===== src/logic/lcdreg_pkg.sv =====
/*
 * Shared constants of the LCD display control register slice: register
 * offsets, field positions and reset values.
 * Assumes a 16-bit register port with a 4-bit byte address.
 */
package lcdreg_pkg;
    localparam int LCDREG_AW = 4;
    localparam int LCDREG_DW = 16;

    // Register byte offsets.
    localparam logic [3:0] LCDREG_OFS_POWER = 4'h0;
    localparam logic [3:0] LCDREG_OFS_MODULE = 4'h2;
    localparam logic [3:0] LCDREG_OFS_DISPLAY = 4'h4;
    localparam logic [3:0] LCDREG_OFS_COMMON = 4'h6;
    localparam logic [3:0] LCDREG_OFS_IRQ_FLAG = 4'h8;
    localparam logic [3:0] LCDREG_OFS_IRQ_ENABLE = 4'ha;

    // Power control fields.
    localparam int LCDREG_BIT_EXT_SUPPLY = 15;
    localparam int LCDREG_BIT_REG_ENABLE = 0;
    localparam logic LCDREG_RST_EXT_SUPPLY = 1'b1;
    localparam logic LCDREG_RST_REG_ENABLE = 1'b0;

    // Module control fields.
    localparam int LCDREG_BIT_MODULE_ENABLE = 0;
    localparam logic LCDREG_RST_MODULE_ENABLE = 1'b0;

    // Display control fields.
    localparam int LCDREG_BIT_SEG_ORDER = 6;
    localparam int LCDREG_BIT_COM_ORDER = 5;
    localparam int LCDREG_BIT_POLARITY = 4;
    localparam int LCDREG_BIT_AREA = 2;
    localparam int LCDREG_BIT_MODE_HI = 1;
    localparam int LCDREG_BIT_MODE_LO = 0;
    localparam logic LCDREG_RST_SEG_ORDER = 1'b1;
    localparam logic LCDREG_RST_COM_ORDER = 1'b1;
    localparam logic LCDREG_RST_POLARITY = 1'b1;
    localparam logic LCDREG_RST_AREA = 1'b0;
    localparam logic [1:0] LCDREG_RST_MODE = 2'h0;
    localparam logic [1:0] LCDREG_MODE_OFF = 2'h0;

    // Common pin drive fields.
    localparam int LCDREG_NUM_COM = 4;
    localparam logic [3:0] LCDREG_RST_COM_DRIVE = 4'hf;

    // Interrupt fields.
    localparam int LCDREG_BIT_FRAME = 0;
    localparam logic LCDREG_RST_FRAME_FLAG = 1'b0;
    localparam logic LCDREG_RST_FRAME_IRQ_EN = 1'b0;
endpackage : lcdreg_pkg


===== src/logic/lcdreg_top.sv =====
/*
 * Register slice of a segment LCD driver: regulator and supply mode,
 * module enable, display control, partial common drive and frame interrupt.
 * Assumes the frame event arrives as a one-cycle pulse from logic on the
 * same clock and that the register master follows the single-cycle strobe
 * protocol with read data in the following cycle.
 */
// Local design decisions: the plain strobed port and the address map.
`timescale 1ns/1ps

module lcdreg_top
    import lcdreg_pkg::*;
(
    input wire logic I_REF_CLK,
    input wire logic I_RSTN,
    input wire logic [LCDREG_AW-1:0] I_ADDR,
    input wire logic [LCDREG_DW-1:0] I_WDATA,
    input wire logic I_WR,
    input wire logic I_RD,
    input wire logic I_FRAME_EVENT,
    output logic [LCDREG_DW-1:0] O_RDATA,
    output logic O_REGULATOR_ON,
    output logic O_EXT_SUPPLY_SELECT,
    output logic O_MODULE_ENABLE,
    output logic O_SEG_ORDER_NORMAL,
    output logic O_COM_ORDER_NORMAL,
    output logic O_POLARITY_NORMAL,
    output logic O_AREA_SELECT,
    output logic [1:0] O_DISPLAY_CONTROL,
    output logic [LCDREG_NUM_COM-1:0] O_COM_DRIVE_ENABLE,
    output logic O_IRQ
);
    logic wr_power;
    logic wr_module;
    logic wr_display;
    logic wr_common;
    logic wr_flag;
    logic wr_enable;
    logic module_fall;
    logic frame_flag;
    logic frame_irq_enable;
    logic [LCDREG_DW-1:0] next_rdata;

    assign wr_power = I_WR && (I_ADDR == LCDREG_OFS_POWER);
    assign wr_module = I_WR && (I_ADDR == LCDREG_OFS_MODULE);
    assign wr_display = I_WR && (I_ADDR == LCDREG_OFS_DISPLAY);
    assign wr_common = I_WR && (I_ADDR == LCDREG_OFS_COMMON);
    assign wr_flag = I_WR && (I_ADDR == LCDREG_OFS_IRQ_FLAG);
    assign wr_enable = I_WR && (I_ADDR == LCDREG_OFS_IRQ_ENABLE);
    assign module_fall = wr_module && O_MODULE_ENABLE && !I_WDATA[LCDREG_BIT_MODULE_ENABLE];

    // Supply mode and regulator; the interlock clear wins over a set in the same write.
    always_ff @(posedge I_REF_CLK) begin
        if (!I_RSTN) begin
            O_EXT_SUPPLY_SELECT <= LCDREG_RST_EXT_SUPPLY;
            O_REGULATOR_ON <= LCDREG_RST_REG_ENABLE;
        end else if (module_fall) begin
            O_REGULATOR_ON <= 1'b0;
        end else if (wr_power) begin
            O_EXT_SUPPLY_SELECT <= I_WDATA[LCDREG_BIT_EXT_SUPPLY];
            if (I_WDATA[LCDREG_BIT_EXT_SUPPLY]) begin
                O_REGULATOR_ON <= 1'b0;
            end else begin
                O_REGULATOR_ON <= I_WDATA[LCDREG_BIT_REG_ENABLE];
            end
        end
    end

    always_ff @(posedge I_REF_CLK) begin
        if (!I_RSTN) begin
            O_MODULE_ENABLE <= LCDREG_RST_MODULE_ENABLE;
        end else if (wr_module) begin
            O_MODULE_ENABLE <= I_WDATA[LCDREG_BIT_MODULE_ENABLE];
        end
    end

    // Display control; only the documented bits are stored, so reserved bits cannot be set.
    always_ff @(posedge I_REF_CLK) begin
        if (!I_RSTN) begin
            O_SEG_ORDER_NORMAL <= LCDREG_RST_SEG_ORDER;
            O_COM_ORDER_NORMAL <= LCDREG_RST_COM_ORDER;
            O_POLARITY_NORMAL <= LCDREG_RST_POLARITY;
            O_AREA_SELECT <= LCDREG_RST_AREA;
            O_DISPLAY_CONTROL <= LCDREG_RST_MODE;
        end else if (module_fall) begin
            O_DISPLAY_CONTROL <= LCDREG_MODE_OFF;
        end else if (wr_display) begin
            O_SEG_ORDER_NORMAL <= I_WDATA[LCDREG_BIT_SEG_ORDER];
            O_COM_ORDER_NORMAL <= I_WDATA[LCDREG_BIT_COM_ORDER];
            O_POLARITY_NORMAL <= I_WDATA[LCDREG_BIT_POLARITY];
            O_AREA_SELECT <= I_WDATA[LCDREG_BIT_AREA];
            O_DISPLAY_CONTROL <= I_WDATA[LCDREG_BIT_MODE_HI:LCDREG_BIT_MODE_LO];
        end
    end

    genvar gi;
    generate
        for (gi = 0; gi < LCDREG_NUM_COM; gi++) begin : g_com
            always_ff @(posedge I_REF_CLK) begin
                if (!I_RSTN) begin
                    O_COM_DRIVE_ENABLE[gi] <= LCDREG_RST_COM_DRIVE[gi];
                end else if (wr_common) begin
                    O_COM_DRIVE_ENABLE[gi] <= I_WDATA[gi];
                end
            end
        end
    endgenerate

    // A frame event in the cycle of a clearing write keeps the flag set.
    always_ff @(posedge I_REF_CLK) begin
        if (!I_RSTN) begin
            frame_flag <= LCDREG_RST_FRAME_FLAG;
        end else if (I_FRAME_EVENT) begin
            frame_flag <= 1'b1;
        end else if (wr_flag && I_WDATA[LCDREG_BIT_FRAME]) begin
            frame_flag <= 1'b0;
        end
    end

    always_ff @(posedge I_REF_CLK) begin
        if (!I_RSTN) begin
            frame_irq_enable <= LCDREG_RST_FRAME_IRQ_EN;
        end else if (wr_enable) begin
            frame_irq_enable <= I_WDATA[LCDREG_BIT_FRAME];
        end
    end

    // The interrupt is registered, so it lags the flag by one cycle.
    always_ff @(posedge I_REF_CLK) begin
        if (!I_RSTN) begin
            O_IRQ <= 1'b0;
        end else begin
            O_IRQ <= frame_flag && frame_irq_enable;
        end
    end

    always_comb begin
        next_rdata = '0;
        case (I_ADDR)
            LCDREG_OFS_POWER: begin
                next_rdata[LCDREG_BIT_EXT_SUPPLY] = O_EXT_SUPPLY_SELECT;
                next_rdata[LCDREG_BIT_REG_ENABLE] = O_REGULATOR_ON;
            end
            LCDREG_OFS_MODULE: begin
                next_rdata[LCDREG_BIT_MODULE_ENABLE] = O_MODULE_ENABLE;
            end
            LCDREG_OFS_DISPLAY: begin
                next_rdata[LCDREG_BIT_SEG_ORDER] = O_SEG_ORDER_NORMAL;
                next_rdata[LCDREG_BIT_COM_ORDER] = O_COM_ORDER_NORMAL;
                next_rdata[LCDREG_BIT_POLARITY] = O_POLARITY_NORMAL;
                next_rdata[LCDREG_BIT_AREA] = O_AREA_SELECT;
                next_rdata[LCDREG_BIT_MODE_HI:LCDREG_BIT_MODE_LO] = O_DISPLAY_CONTROL;
            end
            LCDREG_OFS_COMMON: begin
                next_rdata[LCDREG_NUM_COM-1:0] = O_COM_DRIVE_ENABLE;
            end
            LCDREG_OFS_IRQ_FLAG: begin
                next_rdata[LCDREG_BIT_FRAME] = frame_flag;
            end
            LCDREG_OFS_IRQ_ENABLE: begin
                next_rdata[LCDREG_BIT_FRAME] = frame_irq_enable;
            end
            default: begin
                next_rdata = '0;
            end
        endcase
    end

    // Read data stand only in the cycle after the read strobe, zero otherwise.
    always_ff @(posedge I_REF_CLK) begin
        if (!I_RSTN) begin
            O_RDATA <= '0;
        end else if (I_RD) begin
            O_RDATA <= next_rdata;
        end else begin
            O_RDATA <= '0;
        end
    end
endmodule : lcdreg_top


===== config.mk =====
export PLATFORM = sky130hd
export DESIGN_NAME = lcdreg_top
export DESIGN_NICKNAME = d
export VERILOG_FILES = /design/src/logic/lcdreg_pkg.sv /design/src/logic/lcdreg_top.sv
export SDC_FILE = /design/constraint.sdc
export NUM_CORES = 1
export LEC_CHECK = 0
export BUFFER_PORTS_ARGS = -buffer_cell sky130_fd_sc_hd__buf_2
export CAP_MARGIN = 20
export CORE_ASPECT_RATIO = 0.7
export CORE_MARGIN = 1
export CORE_UTILIZATION = 47
export CTS_BUF_LIST = sky130_fd_sc_hd__clkbuf_8
export CTS_CLUSTER_DIAMETER = 40
export DETAILED_ROUTE_END_ITERATION = 12
export PLACE_DENSITY = 0.89
export SETUP_SLACK_MARGIN = 0.1
export SYNTH_ARGS = -nofsm -noshare
export SYNTH_HDL_FRONTEND = slang
export SYNTH_SLANG_ARGS = --single-unit

===== constraint.sdc =====
create_clock -name I_REF_CLK -period 1.22 [get_ports I_REF_CLK]
set_clock_uncertainty 0.05 [all_clocks]
set_input_delay 0.061 -clock I_REF_CLK [delete_from_list [all_inputs] [get_ports I_REF_CLK]]
set_output_delay 0.061 -clock I_REF_CLK [all_outputs]
set_load 0.01 [all_outputs]

* Word-level counts from Yosys, hierarchy flattened *
Cells that the tools add are included.

storage, ports and cells
  bits in registers = 32
  bits of input ports = 25
  output and inout port bits = 30
  logic and storage cells = 52

operators by class
  equal/unequal tests = 5
  multiplexer cells = 5
  bitwise operators = 2
  reduce and logical (&&, ||, !) cells = 20

operators by type and width
  operator            count
  $logic_and 1x1->1   10
  $reduce_and 3->1    3
  $eq 4x3->1 const B  2
  $eq 4x4->1 const B  2
  $pmux 1 s6          1
  $reduce_and 2->1    3
  $eq 4x2->1 const B  1
  $logic_not 4->1     1
  $pmux 2 s2          1
  $mux 1              3
  $not 1->1           2
  $reduce_bool 2->1   1
  $reduce_or 2->1     1
  $logic_not 1->1     1

* Logic depth before layout (Yosys ltp) *
Gate-level depths: netlist of the first run.

  depth after elaboration = 6
  gate-level depth with buffers = 5
  mapped depth without buffers = 3

* Least setup slack after synthesis of the first run *
No wires, ideal clock.

  path type = input to register
  start point = input port I_ADDR[0]
  end point = register frame_flag
  setup time = 0.115 ns
  data arrival time = 0.901 ns
  data required time = 1.055 ns
  setup slack = 0.155 ns
  cell stages on the path = 4
  path buffers = 1
  path through = buf_2 > or2_4 > o31a_1 > o21a_1

on the way
  word-level cells in the longest chain between the ends = 4

RTL lines
  element                             line               text
  start, declared                     lcdreg_top.sv:16   input wire logic [LCDREG_AW-1:0] I_ADDR,
  $eq 4x4->1                          lcdreg_top.sv:48   assign wr_flag = I_WR && (I_ADDR == LCDREG_OFS_IRQ_FLAG);
  $logic_and 1x1->1                   lcdreg_top.sv:48
  $logic_and 1x1->1                   lcdreg_top.sv:115  end else if (wr_flag && I_WDATA[LCDREG_BIT_FRAME]) begin
  $reduce_bool 2->1 (no source line)  -
  end signal, assigned                lcdreg_top.sv:112  frame_flag <= LCDREG_RST_FRAME_FLAG;
  end signal, assigned                lcdreg_top.sv:114  frame_flag <= 1'b1;
  end signal, assigned                lcdreg_top.sv:116  frame_flag <= 1'b0;
  end, declared                       lcdreg_top.sv:40   logic frame_flag;

Every way passes these cells.
A chain may end at the register's enable or synchronous reset.

* Worst setup path in the final report of the first run *
  start point = register O_MODULE_ENABLE
  end point = register O_REGULATOR_ON

on the way
  word-level cells in the longest chain between the ends = 3

RTL lines
  element                           line              text
  start, declared                   lcdreg_top.sv:24  output logic O_MODULE_ENABLE,
  start signal, assigned            lcdreg_top.sv:73  O_MODULE_ENABLE <= I_WDATA[LCDREG_BIT_MODULE_ENABLE];
  $logic_and 1x1->1 (2 in series)   lcdreg_top.sv:50  assign module_fall = wr_module && O_MODULE_ENABLE && !I_WDATA[LCDREG_BIT_MODULE_ENABLE];
  $reduce_or 2->1 (no source line)  -
  end signal, assigned              lcdreg_top.sv:64  O_REGULATOR_ON <= I_WDATA[LCDREG_BIT_REG_ENABLE];
  end, declared                     lcdreg_top.sv:22  output logic O_REGULATOR_ON,

Every way passes these cells.

==> impl_results.md, run 1 <==
* Worst path required time at 1310 ps
* Area of the mapped netlist at 1120 um^2
* Die height at between 40 and 50 um
* Share of layout cells above drive strength 1 at 0.315
* First-pass GRT wire length at 4.36 mm
* Setup TNS at 0 ps
* Crit start category: register
* Final setup viols at 0
* CTS Buffer Depth at 2
* GR Util All Layers at 0.236
* Hold Path Class: input port to register
* Post-synth EDFFs at 0
* Clock latency on the worst-skew pair at 260 ps
* VDD IR max at 0.685 mV
* # placed instances at 188
* Most common cell in the netlist: dfxtp_1
* Status: complete, no violations
* DIE AREA at between 2000 and 3000 um^2
* Dpl ws at 76.5 ps
* Max-cap violations at 0
* Power Density at 1200 nW/um^2
* Antenna-violating nets left at 0
* Main synth FF type: dfxtp_1
* DRC at 0
* Fmax at 0.951 GHz
* Initial antenna violation count at 0
* Sequential fraction of the synthesis area at 0.430
* Synth area leader: dfxtp_1
* Cell chosen for the clock root: clkbuf_8
* Core area at 2190 um^2
* Post-Syn Area per Cell at 9.17 um^2
* Slew Viols, Final at 0
* Seq cells post-synth at 24
* Die Wd at 60.3 um
* Yosys warns at 0
* CTS H-tree depth at 1
* TritonCTS buffer count at 3
* Largest net degree at the start of global routing at 15
* RSZ-0062 raised after global routing: no
* Dpl hpwl at 1.93 mm
* CTS tree: yes
* Final wirelength at 2.87 mm
* IO Count at 55
* Drt wl/cell at 14.6 um
* Area growth, synth to finish at 27.0%
* PortBufs at 38
* Leak Pwr at just over 0.6 nW
* Synth top cells by count: dfxtp_1, nand3_1, o21ai_1
* Crit end category: register
* GRT overflow at 0
* N_diodes at 0
* Placed Instance Area at ~1300 um^2
* Vias in the first global route at between 900 and 1000
* Vias per std cell at ~5.6
* Clock sink count at 24
* First drt pass iteration count at 5
* Final Cell Area at 1420 um^2
* Final period util at 0.862
* Initial Util at 0.511
* Nets at 191
* CP arrival at between 1000 and 1500 ps
* Final hold vios at 0
* Multi-input gate area at 549 um^2
* Clk slew on worst S/H paths at 80 ps
* Cells after Synth at around 120
* Fin crit period at 1050 ps
* Final WS setup at around 170 ps
* Rows at 14
* Post-CTS Setup Inserts at 0
* Post-synth cell types at 41
* # fillers at 170
* FF/Latch Area at 482 um^2
* Synth async-reset ratio at 0
* RePlAce Congestion at 0.856
* CP max FO at 5
* Share of the synthesized area in the top cell type at 0.430
* Crit Path Class: register to register
* Initial drt markers at 75
* Post-route insts no fill at 197
* Via count at 1103
* Synth area leaders: dfxtp_1, nand3_1, buf_4, mux2i_1, o21ai_1
[final cells by class]
type,instances,share of cell area
multi-input cells,87,0.387
flip-flops and latches,24,0.339
repair buffers,46,0.185
clock buffers,3,0.0291
well taps,32,0.0282
clock inverters,1,0.0211
inverters,4,0.0106
[metal layers]
metal	GRT usage	up-vias	wire length, um
met4	0.0930	0	80
met2	0.360	73	1320
li1	-	514	-
met5	0	-	0
met3	0.0701	10	302
met1	0.308	506	1170
[worst max-delay path: stages (launching register included)]
cell	delay, ps
dfxtp_2	380
inv_1	60
o311ai_1	300
a31oi_1	130
[timing repair]
action,4_1_cts,5_1_grt
endpoints found under the setup margin,0,1
resized for setup,0,1
hold endpoints to repair,5,0
hold buffers,5,0
[per-stage QoR]
stage / hold slack (ps) / utilization / power [mW]
final: 10.0 / 0.649 / 1.70
after global routing: 15.1 / 0.649 / 1.75
after CTS: 1.49 / 0.648 / 1.69
after detailed placement: 235 / 0.593 / 1.01
after global placement: 224 / 0.593 / 1.00
after floorplan: 135 / - / 0.960
[worst paths after layout]
path	startpoint	to	slack, ps	depth (start not counted)
worst min register to register	O_COM_DRIVE_ENABLE[3]$_SDFFE_PN1P_	O_RDATA[3]$_SDFF_PN0_	410	2
worst min-delay path	I_WDATA[1]	O_COM_DRIVE_ENABLE[1]$_SDFFE_PN1P_	10	3
worst max register to register	O_MODULE_ENABLE$_SDFFE_PN0P_	O_REGULATOR_ON$_SDFFE_PP0P_	170	3
worst max-delay path	O_MODULE_ENABLE$_SDFFE_PN0P_	O_REGULATOR_ON$_SDFFE_PP0P_	170	3
[state kept, by name, indices dropped and copies added, names as in the netlist]
| signal | flops |
|---|---|
| O_IRQ | 1 |
| O_EXT_SUPPLY_SELECT | 1 |
| O_POLARITY_NORMAL | 1 |
| O_DISPLAY_CONTROL | 2 |
| O_AREA_SELECT | 1 |
| O_MODULE_ENABLE | 1 |
| frame_flag | 1 |
| O_COM_DRIVE_ENABLE | 4 |
| O_REGULATOR_ON | 1 |
| O_RDATA | 8 |
| O_SEG_ORDER_NORMAL | 1 |
| O_COM_ORDER_NORMAL | 1 |
| frame_irq_enable | 1 |
[cells by family after synthesis]
group           count (synthesis)  share of synthesized area
compound gates                 27                      0.147
simple gates                   47                      0.273
flops                          24                      0.430
buf+inv                        18                      0.103
mux                             5                     0.0447
other cells                     1                    0.00335
[cells in the final DEF, fill, tap and decap left out, types with 2 or more instances in the layout]
master / netlist / routed
buf_2: 2 / 38
dfxtp_1: 24 / 23
nand3_1: 14 / 14
o21ai_1: 9 / 9
conb_1: 1 / 8
a21oi_1: 6 / 6
nor2_1: 5 / 5
mux2i_1: 5 / 5
dlygate4sd3_1: 0 / 5
and2_1: 3 / 3
o21ai_0: 3 / 3
inv_1: 3 / 3
clkbuf_8: 0 / 3
buf_4: 8 / 3
nand3b_1: 2 / 2
or3_1: 2 / 2
nand2_1: 2 / 2
nand2b_1: 2 / 2
and3_1: 2 / 2
nor2b_1: 2 / 2
o311ai_1: 2 / 2
nor4_1: 2 / 2
[where the power goes]
part	switching, mW	total (mW)	leakage (nW)	internal (mW)
clock	0.250	0.689	0.0357	0.439
combinational	0.119	0.202	0.386	0.0835
sequential	0.0100	0.807	0.195	0.797
Power figures use the tool's default switching activity.
==> run 2, diff against run 1 <==
CORE_ASPECT_RATIO = 0.6   (was 0.7)
==> run 2 against run 1 <==
Count of clock-buffer cells in the layout unchanged. Power down 14%. Largest power group unchanged. First-iteration DRC count up 63%. Clock power down 33%.
==> impl_results.md, run 2 (same netlist as run 1, synthesis figures left out) <==
* Largest register by flop count: O_RDATA
* CP arrival at 1160 ps
* Antenna-violating nets left at 0
* Critical Path Max Stage Delay at 400 ps
* Vias in the first global route at 897
* First drt pass iteration count at 4
* # placed instances at 188
* Fin crit period at between 1000 and 1500 ps
* Fmax at 0.938 GHz
* Initial drt markers at 122
* Core area at 2210 um^2
* DRC at 0
* FF-to-FF End: O_REGULATOR_ON$_SDFFE_PP0P_
* N_diodes at 0
* Clock latency on the worst-skew pair at 260 ps
* Crit Path Class: register to register
* Final period util at 0.874
* Initial antenna violation count at 0
* Hold Path Depth at 3
* GRT overflow at 0
* VDD IR max at 0.519 mV
* Total power at approximately 1.5 mW
* Most common cell after layout, fill and taps aside: buf_2
* Die height at 39.8 um
* Drt wl/cell at 13.7 um
* Hold path start: I_WDATA[3]
* Dpl hpwl at 1.96 mm
* GR Util All Layers at 0.217
* Max reg flops at 8
* Placed Instance Area at 1310 um^2
* Status: complete, no violations
* CP cell instances: inv_1 > o311ai_1 > a31oi_1
* Crit end category: register
* CTS H-tree depth at 1
* Dpl ws at between 70 and 80 ps
* Post-CTS Setup Inserts at 0
* Hold Path Class: input port to register
* Vias per std cell at between 5 and 6
* CP delay by family, top: compound AO/OA/AOI/OAI gates
* RePlAce Congestion at about 0.87
* Share of layout cells above drive strength 1 at 0.315
* R2R cell count at 3
* Area growth, synth to finish at 24.4%
* Final setup viols at 0
* Flop2flop setup slack at 150 ps
* Buf+Inv Stages, Crit Path at 1
* DIE AREA at 2590 um^2
* Clk slew on worst S/H paths at 80 ps
* CTS Buffer Depth at 2
* CTS tree: yes
* Clock sink count at 24
* FF-to-FF Start: O_MODULE_ENABLE$_SDFFE_PN0P_
* Post-route insts no fill at between 150 and 200
* Nets at 192
* # fillers at 198
* Leak Pwr at between 0.6 and 0.7 nW
* Die Wd at around 65 um
* Final hold vios at 0
* Setup TNS at 0 ps
* Rows at 13
* Crit start category: register
* CP max FO at 5
* TritonCTS buffer count at 3
* Final wirelength at 2.67 mm
* Worst path required time at 1310 ps
* IO Count at 55
* Via count at 1065
* Final Cell Area at ~1400 um^2
* Commonest cells after routing, fill and taps aside: buf_2, dfxtp_1, nand3_1, o21ai_1, conb_1
* Largest regs: O_RDATA (8), O_COM_DRIVE_ENABLE (4), O_DISPLAY_CONTROL (2)
* RSZ-0062 raised after global routing: no
* Max-cap violations at 0
* Largest net degree at the start of global routing at 13
* Cell chosen for the clock root: clkbuf_8
* Power Density at 1050 nW/um^2
* First-pass GRT wire length at 4.09 mm
* Worst Hold End: O_COM_DRIVE_ENABLE[3]$_SDFFE_PN1P_
* Initial Util at 0.506
* Final WS setup at about 150 ps
* PortBufs at 38
* Slew Viols, Final at 0
* Worst path slowest cell: dfxtp_1
run 2: cell count changes in the layout (fill, tap and decap cells not counted), sizes merged:
cell,before,now
dlygate4sd3,5,4
buf,41,43
bufinv,1,0
run 2: report_power, final:
| group | switching [mW] | leakage [nW] | internal (mW) |
|---|---|---|---|
| logic | 0.117 | 0.391 | 0.0842 |
| clock network | 0.239 | 0.0216 | 0.221 |
| registers | 0.00923 | 0.195 | 0.797 |
| total | 0.365 | 0.607 | 1.10 |
run 2: layout make-up:
cell class	count	area, um^2	share of cell area
multi-input combinational	87	549	0.395
timing repair buffer	47	268	0.192
clock buffer	3	41.3	0.0297
tap	30	37.5	0.0270
sequential	24	480	0.345
inverter	4	15.0	0.0108
run 2: worst max path at each step:
stage / start / slack, ps / cells after the start / end
global placement: I_ADDR[1] / 100 / 4 / frame_flag$_SDFFE_PN0P_
floorplan: I_ADDR[0] / 150 / 4 / frame_flag$_SDFFE_PN0P_
finish: O_MODULE_ENABLE$_SDFFE_PN0P_ / 150 / 3 / O_REGULATOR_ON$_SDFFE_PP0P_
detailed placement: I_ADDR[1] / 80 / 4 / frame_flag$_SDFFE_PN0P_
global route: O_MODULE_ENABLE$_SDFFE_PN0P_ / 110 / 3 / O_REGULATOR_ON$_SDFFE_PP0P_
CTS: O_MODULE_ENABLE$_SDFFE_PN0P_ / 170 / 3 / O_REGULATOR_ON$_SDFFE_PP0P_
run 2: through the flow:
stage / util / hold WS [ps]
6_report: 0.629 / 2.51
5_1_grt: 0.629 / 5.48
4_1_cts: 0.629 / 1.28
3_5_place_dp: 0.592 / 223
3_3_place_gp: 0.592 / 221
2_1_floorplan: - / 135
run 2: repair_timing:
item	in CTS	in global routing
resized for setup	0	0
hold endpoints to repair	4	0
hold buffers	4	0
run 2: worst register-to-register path, cell delays in order, from the launching register on:
cell and delay (ps):
dfxtp_1 400, inv_1 80, o311ai_1 300, a31oi_1 110
run 2: metal layers:
metal  wire length (um)  global-route usage  part of all wire
met5                  0                   0                 0
met1               1160               0.274              0.44
met4                 31              0.0833             0.012
met3                236              0.0581             0.089
met2               1230               0.357              0.46
